`config.mk`:
```
export PLATFORM = sky130hd
export DESIGN_NAME = tpwm_timer
export DESIGN_NICKNAME = d
export VERILOG_FILES = /design/src/logic/tpwm_timer.v
export VERILOG_INCLUDE_DIRS = /design/src /design/src/logic
export SDC_FILE = /design/constraint.sdc
export NUM_CORES = 1
export LEC_CHECK = 0
export ABC_AREA = 1
export BUFFER_PORTS_ARGS = -buffer_cell sky130_fd_sc_hd__buf_2
export CAP_MARGIN = 0
export CORE_ASPECT_RATIO = 0.7
export CORE_MARGIN = 8
export CORE_UTILIZATION = 55
export CTS_CLUSTER_SIZE = 24
export DETAILED_ROUTE_END_ITERATION = 12
export PLACE_DENSITY = 0.79
export SLEW_MARGIN = 20
export SYNTH_ARGS = -nofsm -noshare
export SYNTH_HDL_FRONTEND = slang
export SYNTH_SLANG_ARGS = --single-unit
export TNS_END_PERCENT = 50
```
`constraint.sdc`:
```
create_clock -name clk -period 2.61 [get_ports clk]
set_clock_uncertainty 0.1 [all_clocks]
set_input_delay 0.522 -clock clk [delete_from_list [all_inputs] [get_ports clk]]
set_output_delay 0.522 -clock clk [all_outputs]
set_load 0.01 [all_outputs]
```
`src/logic/tpwm_regs.vh`:
```
// register offsets, fields and resets for the programmable waveform timer
`ifndef TPWM_REGS_VH
`define TPWM_REGS_VH
// ----------------------------------------
// register byte offsets
// ----------------------------------------
`define TPWM_OFF_MODE     8'h80
`define TPWM_OFF_WOC      8'h84
`define TPWM_OFF_PRIMARY  8'h88
`define TPWM_OFF_SECOND   8'h8c
`define TPWM_OFF_PRESC    8'h90
`define TPWM_OFF_OSEL     8'h94
`define TPWM_OFF_STATUS   8'h98
`define TPWM_OFF_MASK     8'h9c
`define TPWM_OFF_SRCDIV   8'ha0
`define TPWM_OFF_PORT     8'ha4
// ----------------------------------------
// field positions
// ----------------------------------------
`define TPWM_MODE_LO_BIT  4
`define TPWM_MODE_HI_BIT  5
`define TPWM_WC_BIT       6
`define TPWM_RUN_BIT      7
`define TPWM_LVL_BIT      5
`define TPWM_WAVE_MODE    2'h1
// ----------------------------------------
// reset values
// ----------------------------------------
`define TPWM_RST_MODE     8'h00
`define TPWM_RST_WOC      8'h00
`define TPWM_RST_RELOAD   8'hff
`define TPWM_RST_SRCDIV   8'h00
`endif

```
`src/logic/tpwm_timer.v`:
```
// programmable waveform generation timer with axi4-lite register slave
`timescale 1ns/10ps
`include "tpwm_regs.vh"
module tpwm_timer (
   // clock and reset
   input  wire        clk,
   input  wire        reset,
   // axi4-lite write address
   input  wire [31:0] s_axi_awaddr,
   input  wire        s_axi_awvalid,
   output reg         s_axi_awready,
   // axi4-lite write data
   input  wire [31:0] s_axi_wdata,
   input  wire [3:0]  s_axi_wstrb,
   input  wire        s_axi_wvalid,
   output reg         s_axi_wready,
   // axi4-lite write response
   output reg  [1:0]  s_axi_bresp,
   output reg         s_axi_bvalid,
   input  wire        s_axi_bready,
   // axi4-lite read address
   input  wire [31:0] s_axi_araddr,
   input  wire        s_axi_arvalid,
   output reg         s_axi_arready,
   // axi4-lite read data
   output reg  [31:0] s_axi_rdata,
   output reg  [1:0]  s_axi_rresp,
   output reg         s_axi_rvalid,
   input  wire        s_axi_rready,
   // pin and interrupt
   output reg         wave_out_pin,
   output reg         irq
);

// ----------------------------------------
// registers
// ----------------------------------------
reg  [7:0]  timer_mode;
reg  [7:0]  waveform_output_control;
reg  [7:0]  primary_reload;
reg  [7:0]  secondary_reload;
reg  [7:0]  prescaler_reload;
reg         output_switch_select;
reg         port_latch_bit;
reg  [7:0]  src_div;
reg  [1:0]  status;
reg  [1:0]  mask;
// values in use by the counter
reg  [7:0]  act_primary;
reg  [7:0]  act_secondary;
reg         pend_load;
reg         osel_act;
reg         osel_use;
// counters
reg  [7:0]  src_cnt;
reg  [7:0]  pre_cnt;
reg  [7:0]  main_cnt;
reg         in_second;
reg         wave;
reg         run_q;
// bus state
reg  [7:0]  aw_addr;
reg         aw_full;
reg  [31:0] w_data;
reg  [3:0]  w_strb;
reg         w_full;

wire op_mode_sel_lo = timer_mode[`TPWM_MODE_LO_BIT];
wire op_mode_sel_hi = timer_mode[`TPWM_MODE_HI_BIT];
wire write_ctrl     = timer_mode[`TPWM_WC_BIT];
wire count_run      = timer_mode[`TPWM_RUN_BIT];
wire output_level_sel = waveform_output_control[`TPWM_LVL_BIT];
wire wave_mode = ({op_mode_sel_hi, op_mode_sel_lo} == `TPWM_WAVE_MODE);
wire active    = wave_mode & count_run;
wire start     = active & ~run_q;

// ----------------------------------------
// count source and prescaler
// ----------------------------------------
wire src_tick = active & (src_cnt == 8'h00);
wire pre_uf   = src_tick & (pre_cnt == 8'h00);
wire main_uf  = pre_uf & (main_cnt == 8'h00);
wire sec_end  = main_uf & in_second;

// ----------------------------------------
// bus write decode
// ----------------------------------------
wire do_wr = aw_full & w_full & ~s_axi_bvalid;
wire wr_lo = w_strb[0];
wire [7:0] wv = w_data[7:0];
wire wr_mode = do_wr & wr_lo & (aw_addr == `TPWM_OFF_MODE);
wire wr_pri  = do_wr & wr_lo & (aw_addr == `TPWM_OFF_PRIMARY);
wire wr_sec  = do_wr & wr_lo & (aw_addr == `TPWM_OFF_SECOND);
wire wr_pre  = do_wr & wr_lo & (aw_addr == `TPWM_OFF_PRESC);
wire stopped = ~count_run;
wire hit_wr  = (aw_addr == `TPWM_OFF_MODE) | (aw_addr == `TPWM_OFF_WOC)
             | (aw_addr == `TPWM_OFF_PRIMARY) | (aw_addr == `TPWM_OFF_SECOND)
             | (aw_addr == `TPWM_OFF_PRESC) | (aw_addr == `TPWM_OFF_OSEL)
             | (aw_addr == `TPWM_OFF_STATUS) | (aw_addr == `TPWM_OFF_MASK)
             | (aw_addr == `TPWM_OFF_SRCDIV) | (aw_addr == `TPWM_OFF_PORT);

always @(posedge clk) begin
   if (reset) begin
      s_axi_awready <= 1'b1;
      s_axi_wready  <= 1'b1;
      s_axi_bvalid  <= 1'b0;
      s_axi_bresp   <= 2'h0;
      aw_full <= 1'b0;
      w_full  <= 1'b0;
      aw_addr <= 8'h00;
      w_data  <= 32'h0;
      w_strb  <= 4'h0;
   end else begin
      if (s_axi_awvalid & s_axi_awready) begin
         aw_addr <= s_axi_awaddr[7:0];
         aw_full <= 1'b1;
         s_axi_awready <= 1'b0;
      end
      if (s_axi_wvalid & s_axi_wready) begin
         w_data <= s_axi_wdata;
         w_strb <= s_axi_wstrb;
         w_full <= 1'b1;
         s_axi_wready <= 1'b0;
      end
      if (do_wr) begin
         s_axi_bvalid <= 1'b1;
         s_axi_bresp  <= hit_wr ? 2'h0 : 2'h2;
         aw_full <= 1'b0;
         w_full  <= 1'b0;
      end
      if (s_axi_bvalid & s_axi_bready) begin
         s_axi_bvalid  <= 1'b0;
         s_axi_awready <= 1'b1;
         s_axi_wready  <= 1'b1;
      end
   end
end

// ----------------------------------------
// register file
// ----------------------------------------
always @(posedge clk) begin
   if (reset) begin
      timer_mode <= `TPWM_RST_MODE;
      waveform_output_control <= `TPWM_RST_WOC;
      primary_reload   <= `TPWM_RST_RELOAD;
      secondary_reload <= `TPWM_RST_RELOAD;
      prescaler_reload <= `TPWM_RST_RELOAD;
      output_switch_select <= 1'b0;
      port_latch_bit <= 1'b0;
      src_div <= `TPWM_RST_SRCDIV;
      mask    <= 2'h0;
      status  <= 2'h0;
   end else begin
      if (wr_mode)
         timer_mode <= wv;
      if (do_wr & wr_lo & (aw_addr == `TPWM_OFF_WOC))
         waveform_output_control <= wv;
      if (wr_pri)
         primary_reload <= wv;
      if (wr_sec)
         secondary_reload <= wv;
      if (wr_pre)
         prescaler_reload <= wv;
      if (do_wr & wr_lo & (aw_addr == `TPWM_OFF_OSEL))
         output_switch_select <= wv[0];
      if (do_wr & wr_lo & (aw_addr == `TPWM_OFF_PORT))
         port_latch_bit <= wv[0];
      if (do_wr & wr_lo & (aw_addr == `TPWM_OFF_SRCDIV))
         src_div <= wv;
      if (do_wr & wr_lo & (aw_addr == `TPWM_OFF_MASK))
         mask <= wv[1:0];
      // set wins over write-one clear
      status[0] <= sec_end | (status[0] &
                   ~(do_wr & wr_lo & (aw_addr == `TPWM_OFF_STATUS) & wv[0]));
      status[1] <= start | (status[1] &
                   ~(do_wr & wr_lo & (aw_addr == `TPWM_OFF_STATUS) & wv[1]));
   end
end

// ----------------------------------------
// counter core
// ----------------------------------------
wire [7:0] next_main = in_second ? act_primary : act_secondary;

always @(posedge clk) begin
   if (reset) begin
      act_primary   <= `TPWM_RST_RELOAD;
      act_secondary <= `TPWM_RST_RELOAD;
      pend_load <= 1'b0;
      osel_act  <= 1'b0;
      osel_use  <= 1'b0;
      src_cnt   <= 8'h00;
      pre_cnt   <= `TPWM_RST_RELOAD;
      main_cnt  <= `TPWM_RST_RELOAD;
      in_second <= 1'b0;
      wave      <= 1'b0;
      run_q     <= 1'b0;
   end else begin
      run_q <= active;
      if (wr_pri)
         pend_load <= 1'b1;
      if (stopped) begin
         if (wr_pri | wr_sec) begin
            act_primary   <= wr_pri ? wv : primary_reload;
            act_secondary <= wr_sec ? wv : secondary_reload;
            pend_load <= 1'b0;
         end
         if (wr_pri)
            main_cnt <= wv;
         if (wr_pre)
            pre_cnt <= wv;
      end
      if (start) begin
         osel_act  <= output_switch_select;
         osel_use  <= output_switch_select;
         in_second <= 1'b0;
         main_cnt  <= act_primary;
         pre_cnt   <= prescaler_reload;
         src_cnt   <= src_div;
         wave      <= 1'b0;
      end else if (active) begin
         src_cnt <= (src_cnt == 8'h00) ? src_div : src_cnt - 8'h01;
         if (src_tick)
            pre_cnt <= (pre_cnt == 8'h00) ? prescaler_reload : pre_cnt - 8'h01;
         if (pre_uf)
            main_cnt <= (main_cnt == 8'h00) ? next_main : main_cnt - 8'h01;
         if (main_uf) begin
            in_second <= ~in_second;
            wave      <= ~wave;
         end
         if (sec_end) begin
            osel_act <= output_switch_select;
            osel_use <= osel_act;
            if (pend_load) begin
               act_primary   <= primary_reload;
               act_secondary <= secondary_reload;
               main_cnt      <= primary_reload;
               // a primary write in this same cycle stays pending
               pend_load     <= wr_pri;
            end
         end
      end
   end
end

// ----------------------------------------
// pin, interrupt and read channel
// ----------------------------------------
always @(posedge clk) begin
   if (reset) begin
      wave_out_pin <= 1'b0;
      irq <= 1'b0;
   end else begin
      irq <= |(status & mask);
      if (osel_use)
         wave_out_pin <= port_latch_bit;
      else
         wave_out_pin <= (active ? wave : 1'b0) ^ output_level_sel ^ active;
   end
end

always @(posedge clk) begin
   if (reset) begin
      s_axi_arready <= 1'b1;
      s_axi_rvalid  <= 1'b0;
      s_axi_rdata   <= 32'h0;
      s_axi_rresp   <= 2'h0;
   end else if (s_axi_arvalid & s_axi_arready) begin
      s_axi_arready <= 1'b0;
      s_axi_rvalid  <= 1'b1;
      s_axi_rresp   <= 2'h0;
      case (s_axi_araddr[7:0])
         `TPWM_OFF_MODE:    s_axi_rdata <= {24'h0, timer_mode};
         `TPWM_OFF_WOC:     s_axi_rdata <= {24'h0, waveform_output_control};
         `TPWM_OFF_PRIMARY: s_axi_rdata <= {24'h0, main_cnt};
         `TPWM_OFF_SECOND:  s_axi_rdata <= {24'h0, secondary_reload};
         `TPWM_OFF_PRESC:   s_axi_rdata <= {24'h0, pre_cnt};
         `TPWM_OFF_OSEL:    s_axi_rdata <= {30'h0, osel_use, output_switch_select};
         `TPWM_OFF_STATUS:  s_axi_rdata <= {29'h0, in_second, status};
         `TPWM_OFF_MASK:    s_axi_rdata <= {30'h0, mask};
         `TPWM_OFF_SRCDIV:  s_axi_rdata <= {24'h0, src_div};
         `TPWM_OFF_PORT:    s_axi_rdata <= {31'h0, port_latch_bit};
         default: begin
            s_axi_rdata <= 32'h0;
            s_axi_rresp <= 2'h2;
         end
      endcase
   end else if (s_axi_rvalid & s_axi_rready) begin
      s_axi_rvalid  <= 1'b0;
      s_axi_arready <= 1'b1;
   end
end

endmodule

```
Word-level counts from Yosys, hierarchy flattened
Index checks and enable logic that the tools add are counted.
- output and inout port bits: 43
- bits of input ports: 107
- logic and storage cells: 176
- bits in registers: 162
- bitwise logic cells: 49
- equality and inequality tests: 21
- mux-type cells: 54
- reduce and logical (&&, ||, !) cells: 13
- add/subtract/negate cells: 3
- operator list (kind ; number):
    8-bit 2-to-1 mux ; 32
    8-bit equality test (second input constant) ; 20
    8-bit case mux with 10 select lines ; 1
    1-bit AND ; 28
    8-bit zero test ; 3
    8-bit by 1-bit subtractor with 8-bit output (second input constant) ; 3
    1-bit 2-to-1 mux ; 19
    1-bit bitwise OR ; 12
    10-bit OR reduction ; 1
    2-bit OR reduction ; 4
    1-bit NOT ; 6
    2-bit nonzero test ; 3
    2-bit 2-to-1 mux ; 2
    2-bit AND reduction ; 2
    2-bit AND ; 1
    2-bit by 1-bit equality test with 1-bit output (second input constant) ; 1
    1-bit XOR ; 2

Depth between registers and ports, before layout
Gate-level depths: netlist (run 1).
- depth in word-level cells: 11
- depth in mapped cells: 14
- gate-level depth less buffers: 13

Least setup slack after synthesis (run 1)
OpenSTA, ideal clock, no wires.
- kind: reg2reg
- start point: reg main_cnt[0]
- end point: reg act_primary[1]
- stages on the path, launching flop included: 14
- required time: 2.393 ns
- slack: 0.745 ns
- path buffers: 2
- arrival time: 1.648 ns
- path through: dfxtp_1 > inv_1 > ha_1 > nand2_2 > nor2_2 > nand3_1 > inv_2 > nand2_2 > nor2_4 > nand3_2 > buf_6 > buf_6 > o211ai_2 > nand2_1
- cells in the longest elaborated chain, start to end: 6
- RTL lines (what ; line ; source):
    start: declaration ; tpwm_timer.v:57 ; reg [7:0] main_cnt;
    start signal: assignment ; tpwm_timer.v:195 ; main_cnt <= `TPWM_RST_RELOAD;
    start signal: assignment ; tpwm_timer.v:210 ; main_cnt <= wv;
    start signal: assignment ; tpwm_timer.v:218 ; main_cnt <= act_primary;
    8-bit zero test ; tpwm_timer.v:82 ; wire main_uf = pre_uf & (main_cnt == 8'h00);
    1-bit AND ; tpwm_timer.v:82 ;
    1-bit AND ; tpwm_timer.v:83 ; wire sec_end = main_uf & in_second;
    8-bit 2-to-1 mux ; tpwm_timer.v:232 ; if (sec_end) begin
    8-bit 2-to-1 mux ; tpwm_timer.v:222 ; end else if (active) begin
    8-bit 2-to-1 mux ; tpwm_timer.v:214 ; if (start) begin
    end signal: assignment ; tpwm_timer.v:188 ; act_primary <= `TPWM_RST_RELOAD;
    end signal: assignment ; tpwm_timer.v:205 ; act_primary <= wr_pri ? wv : primary_reload;
    end signal: assignment ; tpwm_timer.v:236 ; act_primary <= primary_reload;
    end: declaration ; tpwm_timer.v:49 ; reg [7:0] act_primary;
Every way passes these cells.
A chain may end at the register's enable or synchronous reset.

Worst setup path in the final report (run 1)
- start point: reg main_cnt[1]
- end point: reg act_secondary[6]
- cells in the longest elaborated chain, start to end: 6
- RTL lines (what ; line ; source):
    8-bit zero test ; tpwm_timer.v:82 ;
    1-bit AND ; tpwm_timer.v:82 ;
    1-bit AND ; tpwm_timer.v:83 ;
    8-bit 2-to-1 mux ; tpwm_timer.v:232 ;
    8-bit 2-to-1 mux ; tpwm_timer.v:222 ;
    8-bit 2-to-1 mux ; tpwm_timer.v:214 ;
    end signal: assignment ; tpwm_timer.v:189 ; act_secondary <= `TPWM_RST_RELOAD;
    end signal: assignment ; tpwm_timer.v:206 ; act_secondary <= wr_sec ? wv : secondary_reload;
    end signal: assignment ; tpwm_timer.v:237 ; act_secondary <= secondary_reload;
    end: declaration ; tpwm_timer.v:50 ; reg [7:0] act_secondary;
Every way passes these cells.

==> flow_metrics.py, run 1 <==
metrics = {
    "synth": {
        "mappedNetlistArea_um2": 7410,
        "synthArstFlopShare_pct": 0,
        "yosysTopAreaCell": "dfxtp_1",
        "synthTopCellsByArea": "dfxtp_1, nand2_1, o21ai_0, a21oi_1, inv_1",
        "yosysWarnings": 0,
        "synth_ff_type": "dfxtp_1",
        "synth_area_per_cell_um2": 6.69,
        "ys_seq_area_share_pct": 36.8,
        "synth_cells": 1108,
        "synth_top_cells_by_count": "nand2_1, dfxtp_1, inv_1, o21ai_0, a21oi_1",
        "ys_seq_elements": 136,
        "yosysMostFrequentCell": "nand2_1",
        "yosysTopAreaCellShare_pct": 36.8,
        "synth_edf_count": 0,
        "synth.distinct_cells": 41,
    },
    "sta": {
        "tightest_slew_ns": 0.696,
        "rsz0062_at_grt": "no",
        "setup_viol": 0,
        "fmax_ghz": 0.437,
        "slew_headroom_pct": 53.6,
        "whs_ns": 0.248,
        "drv_slew": 0,
        "finalSetupTns_ns": 0,
        "final_min_period_over_clock_period_pct": 87.6,
        "post-route-min-period_ns": 2.29,
        "finalHoldViolCount": 0,
    },
    "worst_setup_path": {
        "rrSetupSlack_ns": 0.32,
        "slowest_delay_ns": 0.29,
        "crit_top_cell": "nand2_2",
        "crit_end": "act_secondary[6]",
        "slowest_stage": "dfxtp_1",
        "critPathLaunchType": "flop",
        "criticalPathCategory": "reg2reg",
        "critPathTopFamily": "simple AND/OR/NAND/NOR gates",
        "cp_cell_sequence": "inv_1 > ha_1 > nand2_2 > nor2_2 > nand3_1 > inv_2 > nand2_2 > nor2_4 > nand3_2 > buf_4 > o211ai_1 > nand2_1",
        "startpoint": "main_cnt[1]",
        "required_ns": 2.82,
        "critPathBufInv": 3,
        "end_kind": "flop",
        "crit_cells": 12,
        "r2r-end": "act_secondary[6]",
        "worstPathArrival_ns": 2.50,
        "cp_max_fo": 15,
        "r2r_cells": 12,
        "timing.rr.start": "main_cnt[1]",
    },
    "cells_and_area": {
        "multi_input_area_um2": 3850,
        "seqCellArea_um2": 2720,
        "final_nets": 1259,
        "drive_gt1_share_pct": 13.7,
        "final_cells": 1327,
        "fill_cells": 1220,
        "final_area_um2": 8290,
        "syn_to_final_growth_pct": 11.9,
    },
    "global_route": {
        "grt_usage_pct": 24.6,
        "grt-ovfl-total": 0,
        "grt_max_degree": 57,
        "grt_pass1_wl_um": 34200,
        "grt_pass1_vias": 6648,
        "grt_antenna_before_repair": 1,
    },
    "detailed_routing": {
        "drt-total-wl_um": 21500,
        "drt-wirelength-per-cell_um": 16.2,
        "drc": 0,
        "first_iter_violations": 730,
        "first_pass_iters": 5,
        "antenna_left": 0,
        "vias": 7232,
        "vias_per_cell": 5.45,
    },
    "place": {
        "place_inst": 1294,
        "io_buffers": 48,
        "dpl_cell_area_um2": 7690,
        "dp_hpwl_um": 15200,
        "gp_congestion": 0.955,
    },
    "clocking": {
        "clk_latency_ns": 0.43,
        "post_cts_buffers": 0,
        "cts_resized": 0,
        "tritoncts": "yes",
        "ctsHoldBuffers": 0,
        "clockBufferDepth": 2,
        "h-tree-depth": 4,
        "cts-root-buf": "clkbuf_16",
        "path_clk_slew_ns": 0.06,
        "clkSinkCount": 136,
        "cts_made_buffers": 17,
    },
    "floorplanning": {
        "die_y_um": 113,
        "core-area_um2": 13100,
        "io-pin-count": 150,
        "die_area_um2": 17500,
        "die_w_um": 155,
        "rows": 35,
        "start_util_pct": 56.4,
    },
    "min_path": {
        "whs_path_depth": 3,
        "min_path_type": "in2reg",
        "min-delay-start": "s_axi_wdata[3]",
    },
    "power_and_ir_drop": {
        "peakVddDrop_uv": 441,
        "power_leakage_nw": 4.08,
        "netSwitchingPower_mw": 1.18,
        "p_comb_share_pct": 5.5,
        "pwr-share-seq_pct": 44.2,
        "powerDensity_nw_per_um2": 587,
        "p_clk_share_pct": 50.3,
        "swShare_pct": 24.3,
        "internal_power_mw": 3.69,
    },
    "run": {
        "timing.max_cap.violations": 0,
    },
    "status": {
        "status": "completed",
    },
}
==> worst min-delay path by stage <==
stage | end | slack, ns
6_report | w_data[3] | 0.25
5_1_grt | w_data[3] | 0.28
4_1_cts | w_data[3] | 0.25
3_5_place_dp | prescaler_reload[3] | 0.34
3_3_place_gp | prescaler_reload[3] | 0.34
2_1_floorplan | prescaler_reload[3] | 0.33
==> kinds of logic after synthesis <==
group | share of synthesized area [%]
adders and majority gates | 0.844
and+or+nand+nor | 28.9
DFF | 36.8
AOI/OAI and AO/OA | 19.6
other | 0.0506
xor gates and xnor gates | 1.30
buffers and inverters | 12.5
==> cell type report <==
type                    count  area share (%)
diodes                      1          0.0302
clock buffers              21            5.80
clock inverters            11            1.45
inverters                 133            6.02
multi-input cells         792            46.4
flip-flops and latches    136            32.8
well taps                 166            2.51
repair buffers             67            4.92
==> state kept, by name (all words and copies together) (netlist names), 2 cells and up <==
register,cells
pre_cnt,8
status,2
src_div,8
waveform_output_control,8
prescaler_reload,8
act_secondary,8
w_data,8
mask,2
src_cnt,8
timer_mode,8
secondary_reload,8
s_axi_rdata,8
primary_reload,8
aw_addr,8
act_primary,8
main_cnt,8
==> worst register-to-register path, delay by kind of cell, from the launching register on <==
kind,cells,cell delay [ns]
DFF,1,0.29
buffers and inverters,3,0.57
and+or+nand+nor,7,0.84
adders and majority gates,1,0.25
AOI/OAI and AO/OA,1,0.13
==> routing by layer <==
metal	wire [µm]	GRT usage, %	vias to the layer above
li1	-	-	3611
met1	9760	33.8	3247
met2	8790	35.7	341
met3	2610	7.69	33
met4	355	8.07	0
met5	0	0	-
==> cells in the final DEF, fill, tap and decap left out, types with 6 or more instances in the layout <==
cell type  netlist  layout
a21oi_1        101     101
buf_2           11      48
buf_4           29      17
clkbuf_16        0      17
conb_1           1      26
dfxtp_1        136     136
inv_1          119     118
inv_2           12      13
nand2_1        283     283
nand2_2         10      10
nand3_1         55      55
nand4_1         10      10
nor2_1          90      90
nor2_2           6       6
nor2_4           6       6
nor3_1           8       8
o211ai_1        15      15
o211ai_2        10      10
o21ai_0        115     115
o21ai_1         12      12
or2_2            6       6
xor2_1           9       9
==> power by group through the flow <==
stage                     combinational (mW)  clock, mW  sequential, mW
after floorplan                        0.196          0            2.18
after global placement                 0.255          0            2.20
after global routing                   0.297       2.54            2.16
after CTS                              0.262       2.46            2.15
final                                  0.269       2.45            2.15
after detailed placement               0.261          0            2.20
==> stage by stage <==
| step | power, mW | setup slack [ns] | util, % |
|---|---|---|---|
| after floorplan | 2.38 | 0.745 | - |
| after global placement | 2.45 | 0.403 | 58.5 |
| after detailed placement | 2.46 | 0.373 | 58.5 |
| after CTS | 4.87 | 0.345 | 63.1 |
| after global routing | 5.00 | 0.146 | 63.1 |
| final | 4.87 | 0.323 | 63.1 |
No activity file was read; power rests on OpenSTA's default activity.
==> inputs of run 2 (changes only) <==
--- a/config.mk
+++ b/config.mk
@@ -15,6 +15,7 @@
 export CTS_CLUSTER_SIZE = 24
 export DETAILED_ROUTE_END_ITERATION = 12
 export PLACE_DENSITY = 0.79
+export RECOVER_POWER = 50
 export SLEW_MARGIN = 20
 export SYNTH_ARGS = -nofsm -noshare
 export SYNTH_HDL_FRONTEND = slang
==> flow_metrics.py, run 2 (synthesized netlist as in run 1, its figures left out) <==
metrics = {
    "status": {
        "status": "completed",
    },
    "sta": {
        "tightest_slew_ns": 1.33,
        "post-route-min-period_ns": 2.37,
        "slew_headroom_pct": 11.0,
        "rsz0062_at_grt": "no",
        "drv_slew": 0,
        "fmax_ghz": 0.422,
        "finalSetupTns_ns": 0,
        "finalHoldViolCount": 0,
        "layout_setup_ws_ns": 0.243,
        "setup_viol": 0,
        "final_min_period_over_clock_period_pct": 90.7,
    },
    "worst_setup_path": {
        "critPathLaunchType": "flop",
        "crit_end": "primary_reload[3]",
        "rrSetupSlack_ns": 0.24,
        "startpoint": "s_axi_bvalid",
        "end_kind": "flop",
        "cp_cell_sequence": "inv_1 > nand3_2 > nor2_2 > nand2_2 > inv_1 > o21ai_0 > or2_2",
        "critPathBufInv": 2,
        "crit_cells": 7,
        "r2r-end": "primary_reload[3]",
        "crit_top_cell": "inv_1",
        "criticalPathCategory": "reg2reg",
        "timing.rr.start": "s_axi_bvalid",
        "r2r_cells": 7,
        "slowest_stage": "nor2_2",
        "required_ns": 2.81,
        "critPathTopFamily": "simple AND/OR/NAND/NOR gates",
        "slowest_delay_ns": 0.59,
        "cp_max_fo": 14,
        "worstPathArrival_ns": 2.57,
    },
    "detailed_routing": {
        "vias": 7264,
        "first_pass_iters": 9,
        "drt-wirelength-per-cell_um": 16.2,
        "antenna_left": 0,
        "first_iter_violations": 769,
        "drc": 0,
        "drt-total-wl_um": 21500,
        "vias_per_cell": 5.48,
    },
    "global_route": {
        "grt_pass1_vias": 6648,
        "grt_antenna_before_repair": 1,
        "grt_pass1_wl_um": 34200,
        "grt-ovfl-total": 0,
        "grt_usage_pct": 24.6,
        "grt_max_degree": 57,
    },
    "clocking": {
        "cts_resized": 0,
        "cts_made_buffers": 17,
        "clkSinkCount": 136,
        "h-tree-depth": 4,
        "clk_latency_ns": 0.42,
        "cts-root-buf": "clkbuf_16",
        "post_cts_buffers": 0,
        "path_clk_slew_ns": 0.06,
        "tritoncts": "yes",
        "ctsHoldBuffers": 0,
        "clockBufferDepth": 2,
    },
    "floorplanning": {
        "rows": 35,
        "start_util_pct": 56.4,
        "io-pin-count": 150,
        "core-area_um2": 13100,
        "die_y_um": 113,
        "die_area_um2": 17500,
        "die_w_um": 155,
    },
    "power_and_ir_drop": {
        "powerDensity_nw_per_um2": 591,
        "peakVddDrop_uv": 440,
        "power_leakage_nw": 4.00,
    },
    "place": {
        "dp_hpwl_um": 15200,
        "dp_slack_ns": 0.373,
        "io_buffers": 48,
        "gp_congestion": 0.955,
    },
    "min_path": {
        "min_path_type": "in2reg",
    },
    "cells_and_area": {
        "syn_to_final_growth_pct": 11.1,
        "diodes": 0,
        "final_common_cell": "nand2_1",
        "fill_cells": 1238,
        "final_nets": 1259,
        "drive_gt1_share_pct": 11.6,
        "mostFrequentLayoutCells": "nand2_1, dfxtp_1, inv_1, o21ai_0, a21oi_1",
    },
    "run": {
        "timing.max_cap.violations": 0,
    },
}
==> run 2: worst min path at each step <==
stage,cells after the start,from,to
after floorplan,2,prescaler_reload[3],prescaler_reload[3]
after global placement,2,prescaler_reload[3],prescaler_reload[3]
after detailed placement,2,prescaler_reload[3],prescaler_reload[3]
after CTS,3,s_axi_wdata[3],w_data[3]
after global routing,3,s_axi_wdata[3],w_data[3]
final,3,s_axi_wdata[3],w_data[3]
==> run 2: final cells by class <==
type / instances / area [µm²] / share of cell area, %
Multi-Input combinational cell: 792 / 3840 / 46.7
Sequential cell: 136 / 2720 / 33.1
Inverter: 133 / 499 / 6.07
Clock buffer: 21 / 480 / 5.84
Timing Repair Buffer: 67 / 354 / 4.30
Tap cell: 166 / 208 / 2.52
Clock inverter: 11 / 120 / 1.46
==> run 2: power breakdown <==
part	internal, mW	switching [mW]	total [mW]
registers	2.11	0.0425	2.15
logic	0.0654	0.197	0.262
clock network	1.51	0.939	2.44
==> run 2: layer usage <==
metal | routed length, µm | global-route usage, % | vias to the layer above
met1 | 9700 | 33.8 | 3260
met3 | 2670 | 7.69 | 44
met5 | 13 | 0 | -
li1 | - | - | 3619
met2 | 8670 | 35.7 | 339
met4 | 409 | 8.07 | 2
==> run 2: worst register-to-register path: stages, from the launching register on <==
cell and delay (ns):
dfxtp_1 0.32, inv_1 0.08, nand3_2 0.12, nor2_2 0.59, nand2_2 0.36, inv_1 0.23
o21ai_0 0.15, or2_2 0.29
==> run 2: stage by stage <==
step	area, µm²	hold WS (ns)	cells	power [mW]	utilization, %
detailed placement	7690	0.345	1294	2.46	58.5
CTS	8290	0.247	1326	4.87	63.1
global route	8230	0.285	1326	4.99	62.6
floorplan	7500	0.329	1133	2.38	-
finish	8230	0.250	1326	4.86	62.6
global placement	7690	0.343	1294	2.45	58.5
==> inputs of run 3 (changes only) <==
--- a/config.mk
+++ b/config.mk
@@ -10,7 +10,7 @@
 export BUFFER_PORTS_ARGS = -buffer_cell sky130_fd_sc_hd__buf_2
 export CAP_MARGIN = 0
 export CORE_ASPECT_RATIO = 0.7
-export CORE_MARGIN = 8
+export CORE_MARGIN = 4
 export CORE_UTILIZATION = 55
 export CTS_CLUSTER_SIZE = 24
 export DETAILED_ROUTE_END_ITERATION = 12
==> flow_metrics.py, run 3 (synthesized netlist as in run 1, its figures left out) <==
metrics = {
    "status": {
        "status": "completed",
    },
    "place": {
        "dp_hpwl_um": 14800,
        "io_buffers": 48,
        "gp_congestion": 0.976,
        "place_inst": 1316,
        "dpl_cell_area_um2": 7730,
    },
    "worst_setup_path": {
        "startpoint": "s_axi_bvalid",
        "worstPathArrival_ns": 2.56,
        "criticalPathCategory": "reg2reg",
        "required_ns": 2.81,
        "end_kind": "flop",
        "timing.rr.start": "s_axi_bvalid",
        "critPathLaunchType": "flop",
        "cp_max_fo": 14,
    },
    "sta": {
        "slew_headroom_pct": 7.88,
        "post-route-min-period_ns": 2.36,
        "tightest_slew_ns": 1.38,
        "final_min_period_over_clock_period_pct": 90.3,
        "setup_viol": 0,
        "fmax_ghz": 0.424,
        "finalSetupTns_ns": 0,
        "rsz0062_at_grt": "no",
        "finalHoldViolCount": 0,
        "drv_slew": 0,
    },
    "clocking": {
        "h-tree-depth": 4,
        "clk_latency_ns": 0.42,
        "clkSinkCount": 136,
        "tritoncts": "yes",
        "clockBufferDepth": 2,
        "path_clk_slew_ns": 0.06,
        "cts_made_buffers": 17,
        "cts_resized": 0,
        "ctsHoldBuffers": 0,
        "cts-root-buf": "clkbuf_16",
        "post_cts_buffers": 0,
    },
    "power_and_ir_drop": {
        "p_comb_share_pct": 5.3,
        "p_clk_share_pct": 51.4,
        "netSwitchingPower_mw": 1.19,
        "peakVddDrop_uv": 450,
        "powerDensity_nw_per_um2": 599,
        "power_leakage_nw": 4.02,
        "swShare_pct": 24.0,
        "pwr-share-seq_pct": 43.3,
        "power.total_mw": 4.97,
        "internal_power_mw": 3.78,
    },
    "min_path": {
        "min_path_type": "in2reg",
        "min-delay-start": "s_axi_bready",
    },
    "global_route": {
        "grt_pass1_wl_um": 34100,
        "grt_max_degree": 57,
        "grt_usage_pct": 27.6,
        "grt_pass1_vias": 6550,
        "grt-ovfl-total": 0,
        "grt_antenna_before_repair": 0,
    },
    "detailed_routing": {
        "drt-total-wl_um": 21200,
        "drt-wirelength-per-cell_um": 15.7,
        "vias": 7304,
        "first_pass_iters": 7,
        "vias_per_cell": 5.42,
        "drc": 0,
        "first_iter_violations": 841,
        "antenna_left": 0,
    },
    "cells_and_area": {
        "final_nets": 1262,
        "final_common_cell": "nand2_1",
        "mostFrequentLayoutCells": "nand2_1, dfxtp_1, inv_1, o21ai_0, a21oi_1",
        "final_area_um2": 8300,
        "drive_gt1_share_pct": 11.4,
        "final_cells": 1348,
        "diodes": 0,
        "syn_to_final_growth_pct": 12.0,
        "fill_cells": 1222,
        "postLayoutCoreUtil_pct": 63.0,
    },
    "floorplanning": {
        "core-area_um2": 13200,
        "die_w_um": 147,
        "die_y_um": 105,
        "die_area_um2": 15400,
        "start_util_pct": 56.2,
        "io-pin-count": 150,
        "rows": 35,
    },
    "run": {
        "timing.max_cap.violations": 0,
    },
}
==> run 3: cell count changes in the layout (fill, tap and decap cells not counted), moves of 2 or more <==
cell	change
nand2_1	+2
buf_4	+3
nand2_2	-2
o21ai_1	+3
o21ai_0	-3
clkbuf_1	+2
clkbuf_2	-2
==> run 3: layer usage <==
layer	part of all wire [%]	vias up	routed length, µm	global-route usage, %
met5	0	-	0	0
met4	2.4	0	505	9.06
met3	11	45	2360	6.76
met2	40	372	8450	38.4
met1	47	3268	9860	41.4
li1	-	3619	-	-
==> run 3: worst paths after layout <==
check             cells past startpoint  slack [ns]             endpoint
setup / recovery                      7        0.25    primary_reload[3]
hold / removal                        3        0.24         s_axi_wready
setup reg to reg                      7        0.25    primary_reload[3]
hold reg to reg                       2        0.36  prescaler_reload[3]
==> run 3: area by class of cell <==
type	count	area, µm²	area share, %
clock inverter	11	144	1.73
tap	185	231	2.79
inverter	133	499	6.01
timing repair buffer	70	390	4.70
sequential	136	2720	32.8
clock buffer	21	480	5.79
multi-input combinational	792	3830	46.2
==> run 3: power groups by stage <==
stage	Clock, mW	Sequential, mW	Combinational, mW
6_report	2.56	2.15	0.263
5_1_grt	2.67	2.16	0.292
4_1_cts	2.57	2.15	0.261
3_5_place_dp	0	2.20	0.261
3_3_place_gp	0	2.20	0.255
2_1_floorplan	0	2.18	0.196
==> run 3: metrics by stage <==
step                      setup WS, ns  hold slack [ns]
after floorplan                  0.745            0.329
after CTS                        0.361            0.239
final                            0.252            0.242
after global placement           0.414            0.341
after global routing             0.104            0.247
after detailed placement         0.373            0.348
==> run 3: worst max-delay path, cell delays in order, from the launching register on <==
cell      delay (ns)
dfxtp_1         0.32
clkinv_1        0.05
nand3_1         0.19
nor2_4          0.36
nand2_1         0.42
inv_1           0.32
o21ai_0         0.17
or2_2           0.29
